`config.mk`:
```
export PLATFORM = sky130hd
export DESIGN_NAME = bus_hold_and_snoop_response
export DESIGN_NICKNAME = d
export VERILOG_FILES = /design/src/hw/bus_hold_snoop_pkg.sv /design/src/hw/snoop_tag_store.sv /design/src/hw/bus_hold_and_snoop_response.sv
export SDC_FILE = /design/constraint.sdc
export NUM_CORES = 1
export LEC_CHECK = 0
export BUFFER_PORTS_ARGS = -buffer_cell sky130_fd_sc_hd__clkbuf_2
export CAP_MARGIN = 10
export CORE_MARGIN = 8
export CORE_UTILIZATION = 42
export CTS_CLUSTER_DIAMETER = 50
export DETAILED_ROUTE_END_ITERATION = 12
export PLACE_DENSITY = 0.57
export SYNTH_ARGS = -nofsm -noshare
export SYNTH_HDL_FRONTEND = slang
export SYNTH_SLANG_ARGS = --single-unit
```
`constraint.sdc`:
```
create_clock -name clk_i -period 2.8 [get_ports clk_i]
set_input_delay 0.14 -clock clk_i [delete_from_list [all_inputs] [get_ports clk_i]]
set_output_delay 0.14 -clock clk_i [all_outputs]
set_load 0.05 [all_outputs]
```
`src/hw/bus_hold_snoop_pkg.sv`:
```
// Shared constants and types for the bus hold and snoop response block.
package bus_hold_snoop_pkg;

	// Address field positions.
	localparam int ADDR_HI = 31;
	localparam int QWORD_LO = 3;
	localparam int LINE_LO = 5;
	localparam int LINE_W = ADDR_HI - LINE_LO + 1;

	// Burst and transfer counts.
	localparam logic [1:0] BURST_LAST_BEAT = 2'h3;
	localparam logic [1:0] SINGLE_LAST_BEAT = 2'h0;

	// Consecutive clocks the address float request must precede a snoop strobe.
	localparam logic [1:0] AFLOAT_MIN_CLOCKS = 2'h2;

	// Tag store geometry: two first-level caches and one second-level cache.
	localparam int NUM_CACHES = 3;
	localparam int ENTRIES_PER_CACHE = 4;
	localparam int TOTAL_ENTRIES = NUM_CACHES * ENTRIES_PER_CACHE;

	// Reset values.
	localparam logic [1:0] BEAT_RESET = 2'h0;
	localparam logic [1:0] AFLOAT_CNT_RESET = 2'h0;

	typedef enum logic [1:0] {
		LINE_INVALID = 2'h0,
		LINE_SHARED = 2'h1,
		LINE_EXCLUSIVE = 2'h2,
		LINE_MODIFIED = 2'h3
	} line_state_t;

	// Gray coded along idle, start, data, released, writeback start, writeback data.
	typedef enum logic [2:0] {
		BUS_IDLE = 3'h0,
		BUS_START = 3'h1,
		BUS_DATA = 3'h3,
		BUS_RELEASED = 3'h2,
		BUS_WB_START = 3'h6,
		BUS_WB_DATA = 3'h7
	} bus_state_t;

endpackage

```
`src/hw/snoop_tag_store.sv`:
```
// Tag store for all three caches with snoop lookup and state update.
`timescale 1ns/1ps
module snoop_tag_store (
	// Clock and reset
	input wire logic clk_i,
	input wire logic nrst_i,
	// Line fill from the core
	input wire logic fill_valid_i,
	input wire logic [1:0] fill_cache_i,
	input wire logic [1:0] fill_index_i,
	input wire logic [bus_hold_snoop_pkg::LINE_W-1:0] fill_tag_i,
	input wire bus_hold_snoop_pkg::line_state_t fill_state_i,
	// Snoop probe
	input wire logic [bus_hold_snoop_pkg::LINE_W-1:0] probe_tag_i,
	input wire logic probe_commit_i,
	input wire logic probe_drop_i,
	// Lookup result
	output logic hit_o,
	output logic dirty_o
);
	localparam int N = bus_hold_snoop_pkg::TOTAL_ENTRIES;

	logic [bus_hold_snoop_pkg::LINE_W-1:0] tag_reg [N];
	logic [bus_hold_snoop_pkg::LINE_W-1:0] tag_next [N];
	bus_hold_snoop_pkg::line_state_t state_reg [N];
	bus_hold_snoop_pkg::line_state_t state_next [N];
	logic [N-1:0] match;
	logic [N-1:0] dirty_match;
	logic [3:0] fill_slot;

	// Four entries per cache, so the slot is the cache number above the index.
	assign fill_slot = {fill_cache_i, fill_index_i};

	////////////////////////////////////////////////////////////////////////////////
	// Each entry compares the snoop address and takes its next state.
	genvar g;
	generate
		for (g = 0; g < N; g++) begin : g_entry
			assign match[g] = (state_reg[g] != bus_hold_snoop_pkg::LINE_INVALID)
				&& (tag_reg[g] == probe_tag_i);
			assign dirty_match[g] = match[g]
				&& (state_reg[g] == bus_hold_snoop_pkg::LINE_MODIFIED);

			always_comb begin
				tag_next[g] = tag_reg[g];
				state_next[g] = state_reg[g];
				if (probe_commit_i && match[g]) begin
					// A found line is dropped or demoted; a modified one also gets a writeback cycle on the bus.
					state_next[g] = probe_drop_i ? bus_hold_snoop_pkg::LINE_INVALID
						: bus_hold_snoop_pkg::LINE_SHARED;
				end else if (fill_valid_i && (fill_slot == 4'(g))) begin
					tag_next[g] = fill_tag_i;
					state_next[g] = fill_state_i;
				end
			end

			always_ff @(posedge clk_i) begin
				if (!nrst_i) begin
					tag_reg[g] <= '0;
					state_reg[g] <= bus_hold_snoop_pkg::LINE_INVALID;
				end else begin
					tag_reg[g] <= tag_next[g];
					state_reg[g] <= state_next[g];
				end
			end
		end
	endgenerate

	assign hit_o = |match;
	assign dirty_o = |dirty_match;

endmodule

```
`src/hw/bus_hold_and_snoop_response.sv`:
```
// Bus release handshake, address float and snoop response for the processor bus.
//
// Overview of operation
// - Finish running cycle before acknowledging release.
// - Float address, data, strobes with acknowledge.
// - Acknowledge one edge after final ready.
// - Sample yield each edge; wait for locked sequences.
// - Drop acknowledge the edge after yield negates.
// - Cycle start may coincide with acknowledge drop.
// - Snoop valid if sampled before yield negation.
// - Drive match outputs on the edge that samples snoop.
// - Clean hit: match set, dirty clear.
// - Modified hit: both match outputs set.
// - Miss: both match outputs clear.
// - Match holds until next snoop; dirty implies match.
// - Dirty hit runs writeback with latched address.
// - Dirty stays until edge after last ready.
// - Drop input invalidates, else line becomes shared.
// - Compare snoop address with all three caches.
// - Address float floats only address and parity.
// - Address returns when float request negates.
// - Address parity fault pulses one clock.
// - Float-snoop writeback precedes any new cycle.
`timescale 1ns/1ps
module bus_hold_and_snoop_response (
	// Clock and reset
	input wire logic clk_i,
	input wire logic nrst_i,
	// Arbitration and snoop pins
	input wire logic bus_yield_request_i,
	input wire logic address_float_request_i,
	input wire logic external_snoop_strobe_n_i,
	input wire logic snoop_drop_line_i,
	input wire logic burst_ready_ack_n_i,
	output logic bus_release_ack_o,
	output logic snoop_match_n_o,
	output logic snoop_match_dirty_n_o,
	output logic address_parity_fault_n_o,
	// Address pins and parity
	input wire logic [bus_hold_snoop_pkg::ADDR_HI:bus_hold_snoop_pkg::QWORD_LO] addr_i,
	input wire logic address_parity_line_i,
	output logic [bus_hold_snoop_pkg::ADDR_HI:bus_hold_snoop_pkg::QWORD_LO] addr_o,
	output logic address_parity_line_o,
	output logic addr_oe_o,
	// Cycle start, direction and enable for data, byte enables and cycle definition
	output logic cycle_start_strobe_n_o,
	output logic cycle_write_o,
	output logic bus_oe_o,
	// Core cycle requests
	input wire logic core_req_i,
	input wire logic [bus_hold_snoop_pkg::ADDR_HI:bus_hold_snoop_pkg::QWORD_LO] core_addr_i,
	input wire logic core_write_i,
	input wire logic core_burst_i,
	input wire logic core_locked_i,
	output logic core_grant_o,
	output logic core_done_o,
	// Core line fills into the tag store
	input wire logic fill_valid_i,
	input wire logic [1:0] fill_cache_i,
	input wire logic [1:0] fill_index_i,
	input wire logic [bus_hold_snoop_pkg::LINE_W-1:0] fill_tag_i,
	input wire bus_hold_snoop_pkg::line_state_t fill_state_i
);
	localparam int AHI = bus_hold_snoop_pkg::ADDR_HI;
	localparam int QLO = bus_hold_snoop_pkg::QWORD_LO;
	localparam int LLO = bus_hold_snoop_pkg::LINE_LO;

	bus_hold_snoop_pkg::bus_state_t state_reg, state_next;
	logic [1:0] beat_reg, beat_next;
	logic [1:0] last_beat_reg, last_beat_next;
	logic [AHI:QLO] addr_reg, addr_next;
	logic write_reg, write_next;
	logic ack_reg, ack_next;
	logic ads_n_reg, ads_n_next;
	logic addr_oe_reg, addr_oe_next;
	logic bus_oe_reg, bus_oe_next;
	logic hit_n_reg, hit_n_next;
	logic snoop_match_dirty_n_reg, snoop_match_dirty_n_next;
	logic address_parity_fault_n_reg, address_parity_fault_n_next;
	logic wb_pending_reg, wb_pending_next;
	logic wb_done_reg, wb_done_next;
	logic [bus_hold_snoop_pkg::LINE_W-1:0] wb_line_reg, wb_line_next;
	logic [1:0] afloat_cnt_reg, afloat_cnt_next;
	logic yield_seen_reg, yield_seen_next;
	logic snoop_ok;
	logic parity_bad;
	logic lk_hit;
	logic lk_dirty;
	logic last_ready;

	////////////////////////////////////////////////////////////////////////////////
	// Snoop qualification and tag lookup.

	assign snoop_ok = !external_snoop_strobe_n_i && ((ack_reg && yield_seen_reg)
		|| (address_float_request_i
		&& afloat_cnt_reg >= bus_hold_snoop_pkg::AFLOAT_MIN_CLOCKS));
	assign parity_bad = ^{addr_i, address_parity_line_i};
	assign last_ready = !burst_ready_ack_n_i && (beat_reg == last_beat_reg);

	snoop_tag_store u_tags (
		.clk_i(clk_i),
		.nrst_i(nrst_i),
		.fill_valid_i(fill_valid_i),
		.fill_cache_i(fill_cache_i),
		.fill_index_i(fill_index_i),
		.fill_tag_i(fill_tag_i),
		.fill_state_i(fill_state_i),
		.probe_tag_i(addr_i[AHI:LLO]),
		.probe_commit_i(snoop_ok),
		.probe_drop_i(snoop_drop_line_i),
		.hit_o(lk_hit),
		.dirty_o(lk_dirty)
	);

	////////////////////////////////////////////////////////////////////////////////
	// Snoop result, writeback scheduling and float request counting.

	always_comb begin
		hit_n_next = hit_n_reg;
		snoop_match_dirty_n_next = snoop_match_dirty_n_reg;
		wb_pending_next = wb_pending_reg;
		wb_line_next = wb_line_reg;
		address_parity_fault_n_next = !(snoop_ok && parity_bad);
		afloat_cnt_next = AFLOAT_SAT(address_float_request_i, afloat_cnt_reg);
		yield_seen_next = bus_yield_request_i;
		if (wb_done_reg) begin
			snoop_match_dirty_n_next = 1'b1;
		end
		if (state_reg == bus_hold_snoop_pkg::BUS_WB_DATA && last_ready) begin
			wb_pending_next = 1'b0;
		end
		if (snoop_ok) begin
			hit_n_next = !lk_hit;
			snoop_match_dirty_n_next = !lk_dirty;
			if (lk_dirty) begin
				wb_pending_next = 1'b1;
				wb_line_next = addr_i[AHI:LLO];
			end
		end
	end

	function automatic logic [1:0] AFLOAT_SAT(input logic req, input logic [1:0] cnt);
		logic [1:0] res;
		res = 2'h0;
		if (req) begin
			res = (cnt == bus_hold_snoop_pkg::AFLOAT_MIN_CLOCKS) ? cnt : cnt + 2'h1;
		end
		return res;
	endfunction

	////////////////////////////////////////////////////////////////////////////////
	// Bus cycle and release state machine.

	always_comb begin
		state_next = state_reg;
		beat_next = beat_reg;
		last_beat_next = last_beat_reg;
		addr_next = addr_reg;
		write_next = write_reg;
		wb_done_next = 1'b0;
		core_grant_o = 1'b0;
		core_done_o = 1'b0;
		case (state_reg)
			bus_hold_snoop_pkg::BUS_IDLE: begin
				if (wb_pending_next) begin
					state_next = bus_hold_snoop_pkg::BUS_WB_START;
				end else if (bus_yield_request_i && !core_locked_i) begin
					state_next = bus_hold_snoop_pkg::BUS_RELEASED;
				end else if (core_req_i && !address_float_request_i) begin
					state_next = bus_hold_snoop_pkg::BUS_START;
				end
			end
			bus_hold_snoop_pkg::BUS_RELEASED: begin
				if (!yield_seen_reg) begin
					if (wb_pending_next) begin
						state_next = bus_hold_snoop_pkg::BUS_WB_START;
					end else if (core_req_i && !address_float_request_i) begin
						state_next = bus_hold_snoop_pkg::BUS_START;
					end else begin
						state_next = bus_hold_snoop_pkg::BUS_IDLE;
					end
				end
			end
			bus_hold_snoop_pkg::BUS_START, bus_hold_snoop_pkg::BUS_WB_START: begin
				beat_next = bus_hold_snoop_pkg::BEAT_RESET;
				state_next = (state_reg == bus_hold_snoop_pkg::BUS_START)
					? bus_hold_snoop_pkg::BUS_DATA : bus_hold_snoop_pkg::BUS_WB_DATA;
			end
			bus_hold_snoop_pkg::BUS_DATA, bus_hold_snoop_pkg::BUS_WB_DATA: begin
				if (!burst_ready_ack_n_i) begin
					beat_next = beat_reg + 2'h1;
				end
				if (last_ready) begin
					// The cycle in flight always completes before any release.
					state_next = bus_hold_snoop_pkg::BUS_IDLE;
					core_done_o = (state_reg == bus_hold_snoop_pkg::BUS_DATA);
					wb_done_next = (state_reg == bus_hold_snoop_pkg::BUS_WB_DATA);
				end
			end
			default: begin
				state_next = bus_hold_snoop_pkg::BUS_IDLE;
			end
		endcase
		if (state_next == bus_hold_snoop_pkg::BUS_START
			&& state_reg != bus_hold_snoop_pkg::BUS_START) begin
			core_grant_o = 1'b1;
			addr_next = core_addr_i;
			write_next = core_write_i;
			last_beat_next = core_burst_i ? bus_hold_snoop_pkg::BURST_LAST_BEAT
				: bus_hold_snoop_pkg::SINGLE_LAST_BEAT;
		end
		if (state_next == bus_hold_snoop_pkg::BUS_WB_START
			&& state_reg != bus_hold_snoop_pkg::BUS_WB_START) begin
			addr_next = {wb_line_next, 2'h0};
			write_next = 1'b1;
			last_beat_next = bus_hold_snoop_pkg::BURST_LAST_BEAT;
		end
	end

	////////////////////////////////////////////////////////////////////////////////
	// Pin drive: release acknowledge, strobes and output enables.

	always_comb begin
		ack_next = (state_next == bus_hold_snoop_pkg::BUS_RELEASED);
		ads_n_next = !(state_next == bus_hold_snoop_pkg::BUS_START
			|| state_next == bus_hold_snoop_pkg::BUS_WB_START);
		bus_oe_next = !ack_next;
		addr_oe_next = !ack_next && !address_float_request_i;
	end

	always_ff @(posedge clk_i) begin
		if (!nrst_i) begin
			state_reg <= bus_hold_snoop_pkg::BUS_IDLE;
			beat_reg <= bus_hold_snoop_pkg::BEAT_RESET;
			last_beat_reg <= bus_hold_snoop_pkg::SINGLE_LAST_BEAT;
			addr_reg <= '0;
			write_reg <= 1'b0;
			ack_reg <= 1'b0;
			ads_n_reg <= 1'b1;
			addr_oe_reg <= 1'b1;
			bus_oe_reg <= 1'b1;
			hit_n_reg <= 1'b1;
			snoop_match_dirty_n_reg <= 1'b1;
			address_parity_fault_n_reg <= 1'b1;
			wb_pending_reg <= 1'b0;
			wb_done_reg <= 1'b0;
			wb_line_reg <= '0;
			afloat_cnt_reg <= bus_hold_snoop_pkg::AFLOAT_CNT_RESET;
			yield_seen_reg <= 1'b0;
		end else begin
			state_reg <= state_next;
			beat_reg <= beat_next;
			last_beat_reg <= last_beat_next;
			addr_reg <= addr_next;
			write_reg <= write_next;
			ack_reg <= ack_next;
			ads_n_reg <= ads_n_next;
			addr_oe_reg <= addr_oe_next;
			bus_oe_reg <= bus_oe_next;
			hit_n_reg <= hit_n_next;
			snoop_match_dirty_n_reg <= snoop_match_dirty_n_next;
			address_parity_fault_n_reg <= address_parity_fault_n_next;
			wb_pending_reg <= wb_pending_next;
			wb_done_reg <= wb_done_next;
			wb_line_reg <= wb_line_next;
			afloat_cnt_reg <= afloat_cnt_next;
			yield_seen_reg <= yield_seen_next;
		end
	end

	assign bus_release_ack_o = ack_reg;
	assign cycle_start_strobe_n_o = ads_n_reg;
	assign cycle_write_o = write_reg;
	assign bus_oe_o = bus_oe_reg;
	assign addr_oe_o = addr_oe_reg;
	assign addr_o = addr_reg;
	assign address_parity_line_o = ^addr_reg;
	assign snoop_match_n_o = hit_n_reg;
	assign snoop_match_dirty_n_o = snoop_match_dirty_n_reg;
	assign address_parity_fault_n_o = address_parity_fault_n_reg;
endmodule

```
# Word level (Yosys, flattened, before mapping)
# Memory sizes are Yosys's and may differ from the RTL's.
# Index checks and enable logic that the tools add are counted.
[classes] addsub=2 n_lt_le_gt_ge=1 eq_ne=48 mux=103 bitwise_logic=25 n_reduce_logical=97
[op_table] cell="two-way mux 27 bit" n=38
[op_table] cell="equality test 27 bit" n=12
[op_table] cell="two-way mux 2 bit" n=40
[op_table] cell="logical AND 1 bit" n=59
[op_table] cell="two-way mux 29 bit" n=2
[op_table] cell="nonzero test 2 bit" n=15
[op_table] cell="XOR reduction 30 bit" n=1
[op_table] cell="XOR reduction 29 bit" n=1
[op_table] cell="equality test 2 bit (second input constant)" n=13
[op_table] cell="bitwise OR 1 bit" n=24
[op_table] cell="OR reduction 12 bit" n=2
[op_table] cell="two-way mux 3 bit" n=7
[op_table] cell="equality test 4 x 3 -> 1 bit (second input constant)" n=4
[op_table] cell="equality test 4 bit (second input constant)" n=4
[op_table] cell="two-way mux 1 bit" n=14
[op_table] cell="case mux 3 bit (4 select lines)" n=1
[op_table] cell="equality test 3 x 2 -> 1 bit (second input constant)" n=3
[op_table] cell="equality test 3 bit (second input constant)" n=3
[op_table] cell="logical NOT 1 bit" n=9
[op_table] cell="equality test 4 x 2 -> 1 bit (second input constant)" n=2
[op_table] cell="equality test 3 x 1 -> 1 bit (second input constant)" n=2
[op_table] cell="OR reduction 2 bit" n=3
[op_table] cell="adder 2 x 1 -> 2 bit (second input constant)" n=2
[op_table] cell="equality test 4 x 1 -> 1 bit (second input constant)" n=1
[op_table] cell="other kinds (12)" n=14
[totals] register_bits=76 mem_bits_rw=348 input_bits=104 n_memories=2
[mem_list] memory="u_tags.tag_reg" words=12 word_bits=27 rd=12 rd_clocked_by_memory_dff=0 write_ports=12 line="snoop_tag_store.sv:23" rtl="logic [bus_hold_snoop_pkg::LINE_W-1:0] tag_reg [N];"
[mem_list] memory="u_tags.state_reg" words=12 word_bits=2 rd=12 rd_clocked_by_memory_dff=0 write_ports=12 line="snoop_tag_store.sv:25" rtl="bus_hold_snoop_pkg::line_state_t state_reg [N];"

# Logic depth before layout (Yosys ltp)
# Gate-level depths: netlist of the first run.
# An unclocked memory read counts as a cell.
[depth] word_depth=14 mapped_depth=12 ltp_nobuf=9

# Cells and area by module
# A second synthesis of the first run with hierarchy kept.
[hier_totals] cells_unflattened=2152 area_unflattened_um2=20828.7
[by_module_without_submodules] module="snoop_tag_store" n_inst=1 cells_per_inst=1728 area_per_inst_um2=16973.8 seq_area_each_um2=6966.7
[by_module_without_submodules] module="bus_hold_and_snoop_response" n_inst=1 cells_per_inst=424 area_per_inst_um2=3854.9 seq_area_each_um2=1501.4

# Worst setup path before layout of the first run
# Ideal clock, no wire load.
[synth_path] kind="input-to-reg" from="input addr_i[15] in the netlist's numbering" to="register ads_n_reg, in the netlist cycle_start_strobe_n_o" arrival_time_ps=2606 t_required_ps=2641 path_slack_ps=35 cell_stages=11 n_path_buf=3 path_cell_list="buf_2 xnor2_1 o2111ai_1 nor4_1 and3_1 clkbuf_1 a2111oi_1 a21oi_1 clkbuf_8 nor2_1 o21ai_0"
[synth_between] elab_chain_cells=12
[synth_lines] element="start, declared" line="bus_hold_and_snoop_response.sv:40" rtl="input wire logic [bus_hold_snoop_pkg::ADDR_HI:bus_hold_snoop_pkg::QWORD_LO] addr_i,"
[synth_lines] element="equality test 27 bit" line="snoop_tag_store.sv:40" rtl="&& (tag_reg[g] == probe_tag_i);"
[synth_lines] element="logical AND 1 bit" line="snoop_tag_store.sv:40"
[synth_lines] element="logical AND 1 bit" line="snoop_tag_store.sv:42" rtl="&& (state_reg[g] == bus_hold_snoop_pkg::LINE_MODIFIED);"
[synth_lines] element="OR reduction 12 bit (*)" line="snoop_tag_store.sv:70" rtl="assign dirty_o = |dirty_match;"
[synth_lines] element="two-way mux 1 bit (*)" line="bus_hold_and_snoop_response.sv:135" rtl="if (lk_dirty) begin"
[synth_lines] element="two-way mux 1 bit (*)" line="bus_hold_and_snoop_response.sv:132" rtl="if (snoop_ok) begin"
[synth_lines] element="two-way mux 3 bit" line="bus_hold_and_snoop_response.sv:175" rtl="if (wb_pending_next) begin"
[synth_lines] element="two-way mux 3 bit" line="bus_hold_and_snoop_response.sv:174" rtl="if (!yield_seen_reg) begin"
[synth_lines] element="case mux 3 bit (4 select lines) (*)" line="bus_hold_and_snoop_response.sv:163" rtl="case (state_reg)"
[synth_lines] element="equality test 3 x 1 -> 1 bit or equality test 3 bit (tied branches)" line="bus_hold_and_snoop_response.sv:225, bus_hold_and_snoop_response.sv:226"
[synth_lines] element="logical OR 1 bit (*)" line="bus_hold_and_snoop_response.sv:226" rtl="|| state_next == bus_hold_snoop_pkg::BUS_WB_START);"
[synth_lines] element="logical NOT 1 bit (*)" line="bus_hold_and_snoop_response.sv:225" rtl="ads_n_next = !(state_next == bus_hold_snoop_pkg::BUS_START"
[synth_lines] element="end signal, assigned" line="bus_hold_and_snoop_response.sv:257" rtl="ads_n_reg <= ads_n_next;"
[synth_lines] element="end, declared" line="bus_hold_and_snoop_response.sv:74" rtl="logic ads_n_reg, ads_n_next;"
# Every way passes the cells marked *; elsewhere a longest branch is shown, timed or not.
# A chain may end at the register's enable or synchronous reset.

==> results of run 1 <==
-- cell usage after synthesis, types with 9 or more instances --
cell      number  share of area (%)
buf_4         28               0.97
nand4_1       43                1.2
o22ai_2       20                1.2
nor2_1       361                6.3
xnor2_1      118                4.8
nor3_1        24               0.56
inv_1         29               0.50
clkbuf_1      95                1.7
nor4_1       130                3.8
o21ai_0        9               0.21
buf_6         21                1.1
nand3_1       23               0.53
nand2_1      122                2.1
and2_1        12               0.35
xor2_1       264                 11
a211oi_1      23               0.80
o32a_1        21               0.97
buf_2         32               0.74
mux2i_1      343                 16
nor2b_1        9               0.26
dfxtp_1      423                 39
and3_1        12               0.35
a21oi_1       42               0.97
-- power by group --
group	internal, mW	switching [mW]	total (mW)
Combinational	0.869	1.40	2.27
Clock	4.56	2.87	7.44
Sequential	6.12	0.0811	6.20
Total	11.5	4.36	15.9
-- cells in the final DEF (no fill, tap or decap), types with 6 or more instances in the layout --
cell type	count
dfxtp_1	414
nor2_1	355
mux2i_1	319
xor2_1	244
buf_4	222
clkbuf_2	142
nand2_1	122
xnor2_1	116
nor4_1	108
buf_12	63
clkbuf_16	59
nand4_1	43
a21oi_1	36
dlygate4sd3_1	35
inv_1	29
o22ai_2	26
mux2i_4	24
a211oi_1	23
nand3_1	22
xor2_2	21
o32a_1	21
nor4_2	18
nor3_1	17
and2_1	12
and3_1	12
clkbuf_8	11
buf_16	9
dfxtp_2	9
buf_6	8
nor2b_1	7
o21ai_0	7
o32a_2	6
bufinv_16	6
clkinvlp_4	6
clkbuf_1	6
-- routing by layer --
layer | track usage, % | vias up
met2 | 46.4 | 722
met3 | 4.78 | 195
li1 | - | 8633
met4 | 12.5 | 4
met1 | 34.5 | 9341
met5 | 0 | -
-- path summary, 6_finish.rpt --
| path | to | slack, ns |
|---|---|---|
| worst max-delay path | core_grant_o | -0.33 |
| worst max register to register | addr_o[29]$_SDFFE_PN0P_ | -0.21 |
| worst min register to register | u_tags.tag_reg[2][4]$_SDFFE_PN0P_ | 0.47 |
| worst min-delay path | wb_line_reg[23]$_SDFF_PN0_ | 0.04 |
-- area by class of cell --
| cell class | instances | area [µm²] | area share, % |
|---|---|---|---|
| Multi-Input combinational cell | 1667 | 12800 | 44.8 |
| Sequential cell | 423 | 8480 | 29.6 |
| Timing Repair Buffer | 483 | 4420 | 15.5 |
| Clock buffer | 74 | 1600 | 5.59 |
| Tap cell | 680 | 851 | 2.97 |
| Clock inverter | 25 | 320 | 1.12 |
| Inverter | 30 | 120 | 0.420 |
| Antenna cell | 2 | 5.00 | 0.0175 |
-- worst register-to-register path: cells and delay by family (launching register included) --
| kind | cells | cell delay, ns |
|---|---|---|
| muxes | 1 | 0.23 |
| DFF | 1 | 0.32 |
| xor gates and xnor gates | 1 | 0.16 |
| and+or+nand+nor | 3 | 0.74 |
| AOI/OAI and AO/OA | 3 | 0.47 |
| buffers and inverters | 7 | 0.97 |
-- what timing repair did --
item | in CTS | in global routing
setup buffers | 17 | 7
hold endpoints to repair | 40 | 0
setup endpoints to repair | 65 | 85
resized for setup | 81 | 89
pin swaps | 41 | 30
cloned | 10 | 1
hold buffers | 35 | 0
-- kinds of logic after synthesis --
| group | after synthesis | share of synthesized area, % |
|---|---|---|
| buffers and inverters | 224 | 6.01 |
| XOR/XNOR | 385 | 15.7 |
| adder cells (fa/ha/maj) | 1 | 0.0580 |
| AO/OA/AOI/OAI | 155 | 5.76 |
| AND/OR/NAND/NOR | 781 | 17.2 |
| flip-flops | 423 | 39.2 |
| multiplexers | 345 | 16.0 |
-- metrics by stage --
step / setup WS (ns) / hold WS (ns) / cells
2_1_floorplan: 0.0346 / 0.229 / 2314
3_3_place_gp: -0.542 / 0.367 / 3221
3_5_place_dp: -0.516 / 0.367 / 3221
4_1_cts: -0.310 / 0.0537 / 3378
5_1_grt: -0.370 / 0.0472 / 3382
6_report: -0.326 / 0.0431 / 3384
==> results.yml, run 1 <==
floorplanning:
  num_io_pins: 144
  die_area_um2: 58900
  core_um2: 51100
  die_h_um: 243
  rows: 83
  initial_utilization_pct: 42.2
  die_w_um: 243
sta:
  tightest_slew_ns: 1.23
  fin_tns_setup_ns: -5.77
  rsz0062_at_grt: "yes"
  fin_ws_ns: -0.326
  period_needed_ns: 3.13
  setup_viol: 54
  slew_violations: 0
  fin_crit_sh_pct: 112
  slew_headroom_pct: 18.1
  fmax_ghz: 0.320
  hold_viol: 0
  fin_skew_ns: 0.0234
worst_setup_path:
  critPathLaunch: "u_tags.tag_reg[1][103]$_SDFFE_PN0P_"
  critical_path_class: "reg2out"
  crit_buf_inv: 5
  crit_fanout: 2
  ff2ff_path_depth: 15
  critical_path_arrival_ns: 2.99
  crit_cells: 12
  r2r_start: "u_tags.tag_reg[1][81]$_SDFFE_PN0P_"
  cp.required_ns: 2.66
  slowest_stage: "nor4_4"
  path_delay_family: "simple AND/OR/NAND/NOR gates"
  crit_chain: "xor2_1 > nor4_2 > buf_4 > buf_6 > nand4_1 > o32ai_2 > buf_4 > nor4_4 > a21oi_4 > buf_12 > nor2_4 > buf_12"
  end_kind: "output pin"
  slowest_delay_ns: 0.49
  startpoint_type: "register"
hold_path:
  hold_class: "in2reg"
  hold_path_depth: 4
  hold_start: "addr_i[28]"
global_route:
  gr-total-overflow: 0
  first_global_vias: 18749
  globalRouteTotalUtil_pct: 27.7
  grt_max_degree: 103
  antenna_found_initial: 3
  grt_pass1_wl_um: 124000
final_layout:
  fillCellCount: 4544
  fin_util_pct: 56.0
  layout-drive-gt1-share_pct: 26.3
  finalNetCount: 2765
  syn_to_final_growth_pct: 32.6
  fin_area_um2: 28600
  largest_reg_flops: 324
run_status:
  status: "finished with violations"
  violations: "setup timing"
logic_synthesis:
  avgSynthCellArea_um2: 9.33
  synthesis.instances: 2314
  synth_area_um2: 21600
  synthFlopType: "dfxtp_1"
  yosysSeqAreaShare_pct: 39.2
  synth_edf_count: 0
  synth_warnings: 0
  synthArstFlopShare_pct: 0
  synth.distinct_cells: 67
  synth_seq_cells: 423
  synth_nets: 2419
flow_run:
  maxCapViolations: 0
route:
  m1WireLength_um: 35500
  vias_per_cell: 5.58
  wl_met3_um: 5390
  wl_met2_um: 40500
  drc: 0
  post_drt_wl_per_cell_um: 25.2
  finalWirelength_um: 85400
  dr.first_iter.drc_count: 1626
  top_layer: "met5"
  firstDrtPassIters: 5
  drt.antenna.violating_nets: 0
  vias: 18895
cts:
  worstSkewPairLatency_ns: 0.62
  h-tree-depth: 2
  clock_path_buffers: 3
  cts_tree: "done"
  clock-root-buffer: "clkbuf_16"
  clk_pin_slew_ns: 0.06
  clock_sinks: 423
  cts_buffers: 55
pwr:
  power_mw: 15.9
  p_leak_nw: 11.7
  peakVddDrop_v: 0.000487
  power_density_nw_per_um2: 556
placed_design:
  hpwl_um: 56700
  io_buffers: 143
  globalplace.congestion: 0.943
  placed_area_um2: 24900
Power figures use the tool's default switching activity.
==> run 2, diff against run 1 <==
- PLACE_DENSITY: 0.57 -> not set
- PLACE_DENSITY_LB_ADDON: not set -> 0.15
- SETUP_SLACK_MARGIN: not set -> 0.2
==> run 2 against run 1 <==
Net effect:
- the flow still finishes with violations (setup timing)
- final cell count up 2.5%
- worst setup slack better by 0.018 ns
- first-iteration DRC count decreased by 8.1%
- register-to-register slack hardly changed
- sequential power about the same
- die area unchanged
- critical path depth shrank 2
- maximum frequency increased by 0.58%
- clock skew is 0.0019 ns lower
- flip-flop and latch count did not move
- largest cell class unchanged
==> results.yml, run 2 (same netlist as run 1, synthesis figures left out) <==
global_route:
  first_global_vias: 19260
  grt_max_degree: 102
  gr-total-overflow: 0
  grt_pass1_wl_um: 129000
  antenna_found_initial: 3
  globalRouteTotalUtil_pct: 28.9
final_layout:
  final_common_cell: "dfxtp_1"
  fillCellCount: 4597
  syn_to_final_growth_pct: 35.7
  mostFrequentLayoutCells: "416 x dfxtp_1, 354 x nor2_1, 319 x mux2i_1"
  layout-drive-gt1-share_pct: 28.0
  largest_reg_flops: 324
  fin_area_um2: 29300
  finalNetCount: 2849
route:
  post_drt_wl_per_cell_um: 25.8
  drt.antenna.violating_nets: 0
  vias: 19206
  firstDrtPassIters: 5
  finalWirelength_um: 89300
  drc: 0
  vias_per_cell: 5.54
  dr.first_iter.drc_count: 1495
cts:
  clock-root-buffer: "clkbuf_16"
  worstSkewPairLatency_ns: 0.61
  cts_tree: "done"
  clock_path_buffers: 3
  clock_sinks: 423
  h-tree-depth: 2
  cts_buffers: 55
  clk_pin_slew_ns: 0.06
pwr:
  power_mw: 16.0
  peakVddDrop_v: 0.000666
  p_leak_nw: 12.1
  power_density_nw_per_um2: 547
placed_design:
  hpwl_um: 58900
  placed_area_um2: 25500
  globalplace.congestion: 0.946
  io_buffers: 143
floorplanning:
  rows: 83
  num_io_pins: 144
  die_w_um: 243
  die_area_um2: 58900
  die_h_um: 243
  initial_utilization_pct: 42.2
  core_um2: 51100
worst_setup_path:
  critical_path_class: "reg2out"
  startpoint_type: "register"
  crit_chain: "xor2_1 > or4_1 > nor2_1 > a32o_1 > nor4_4 > buf_6 > a21oi_4 > buf_12 > nor2_4 > buf_12"
  crit_fanout: 2
  end_kind: "output pin"
  critical_path_arrival_ns: 2.97
  cp.required_ns: 2.66
  slowest_delay_ns: 0.53
  slowest_stage: "or4_1"
  critPathMostFrequentCell: "buf_12"
sta:
  fin_crit_sh_pct: 111
  hold_viol: 0
  rsz0062_at_grt: "yes"
  fmax_ghz: 0.322
  fin_ws_ns: -0.308
  setup_viol: 59
  fin_skew_ns: 0.0214
  slew_violations: 0
  slew_headroom_pct: 44.0
  period_needed_ns: 3.11
  tightest_slew_ns: 0.833
flow_run:
  maxCapViolations: 0
hold_path:
  hold_class: "in2reg"
run_status:
  status: "finished with violations"
  violations: "setup timing"
==> run 2: cell types whose count changed in the layout (fill, tap and decap cells not counted), sizes merged <==
cell,delta
a21oi,+2
buf,+76
bufinv,+1
clkbuf,-2
clkinv,+6
clkinvlp,-4
dlygate4sd3,+3
nor2,+1
nor2b,+1
==> run 2: layer usage <==
metal  part of all wire (%)  GRT usage, %  routed length (µm)
met4                    5.0          12.7                4510
met2                     48          50.5               43100
met1                     40          34.7               36100
met3                    6.2          4.84                5560
met5                      0             0                   0
==> run 2: per-stage QoR <==
step           utilization, %  hold WS [ns]  std cells  setup slack, ns  setup TNS (ns)
2_1_floorplan               -         0.229       2314            0.230               0
3_3_place_gp             49.9         0.396       3288           -0.726          -61.10
3_5_place_dp             49.9         0.398       3288           -0.694          -58.99
4_1_cts                  56.3        0.0414       3454           -0.352           -7.94
5_1_grt                  57.3        0.0757       3466           -0.385          -10.26
6_report                 57.3        0.0712       3468           -0.308           -4.81
==> run 2: final cells by class <==
| type | instances | area (µm²) | area share, % |
|---|---|---|---|
| Antenna cell | 2 | 5.00 | 0.0171 |
| Tap cell | 680 | 851 | 2.90 |
| Multi-Input combinational cell | 1671 | 12800 | 43.8 |
| Inverter | 30 | 120 | 0.410 |
| Sequential cell | 423 | 8480 | 28.9 |
| Clock buffer | 71 | 1540 | 5.24 |
| Clock inverter | 28 | 368 | 1.26 |
| Timing Repair Buffer | 563 | 5120 | 17.5 |
==> run 2: final timing paths <==
check                                          start                                  to  slack [ns]  cells past startpoint
setup / recovery   u_tags.tag_reg[0][1]$_SDFFE_PN0P_                        core_grant_o       -0.31                     10
hold / removal                             addr_i[5]           wb_line_reg[0]$_SDFF_PN0_        0.07                      4
setup reg to reg   u_tags.tag_reg[0][1]$_SDFFE_PN0P_             addr_o[20]$_SDFFE_PN0P_       -0.20                     12
hold reg to reg   u_tags.tag_reg[2][19]$_SDFFE_PN0P_  u_tags.tag_reg[2][19]$_SDFFE_PN0P_        0.47                      2
==> run 2: what timing repair did <==
| item | in CTS | in global routing |
|---|---|---|
| gates cloned | 11 | 4 |
| endpoints found under the setup margin | 296 | 249 |
| gates resized for setup | 107 | 65 |
| buffers inserted | 18 | 8 |
| pin swaps | 26 | 24 |
| endpoints found under the hold margin | 41 | 0 |
| hold buffers | 38 | 0 |
==> run 2: power breakdown <==
part	internal (mW)	total [mW]	switching, mW	leakage (nW)
Clock	4.53	7.43	2.90	0.941
Combinational	0.946	2.39	1.44	7.77
Sequential	6.12	6.19	0.0763	3.42
Total	11.6	16.0	4.42	12.1
==> run 2: critical path: cells and delay by family, from the launching register on <==
family | cells | cell delay [ns]
DFF | 1 | 0.32
AOI/OAI and AO/OA | 2 | 0.51
and+or+nand+nor | 4 | 0.90
xor gates and xnor gates | 1 | 0.18
buffers and inverters | 3 | 0.43
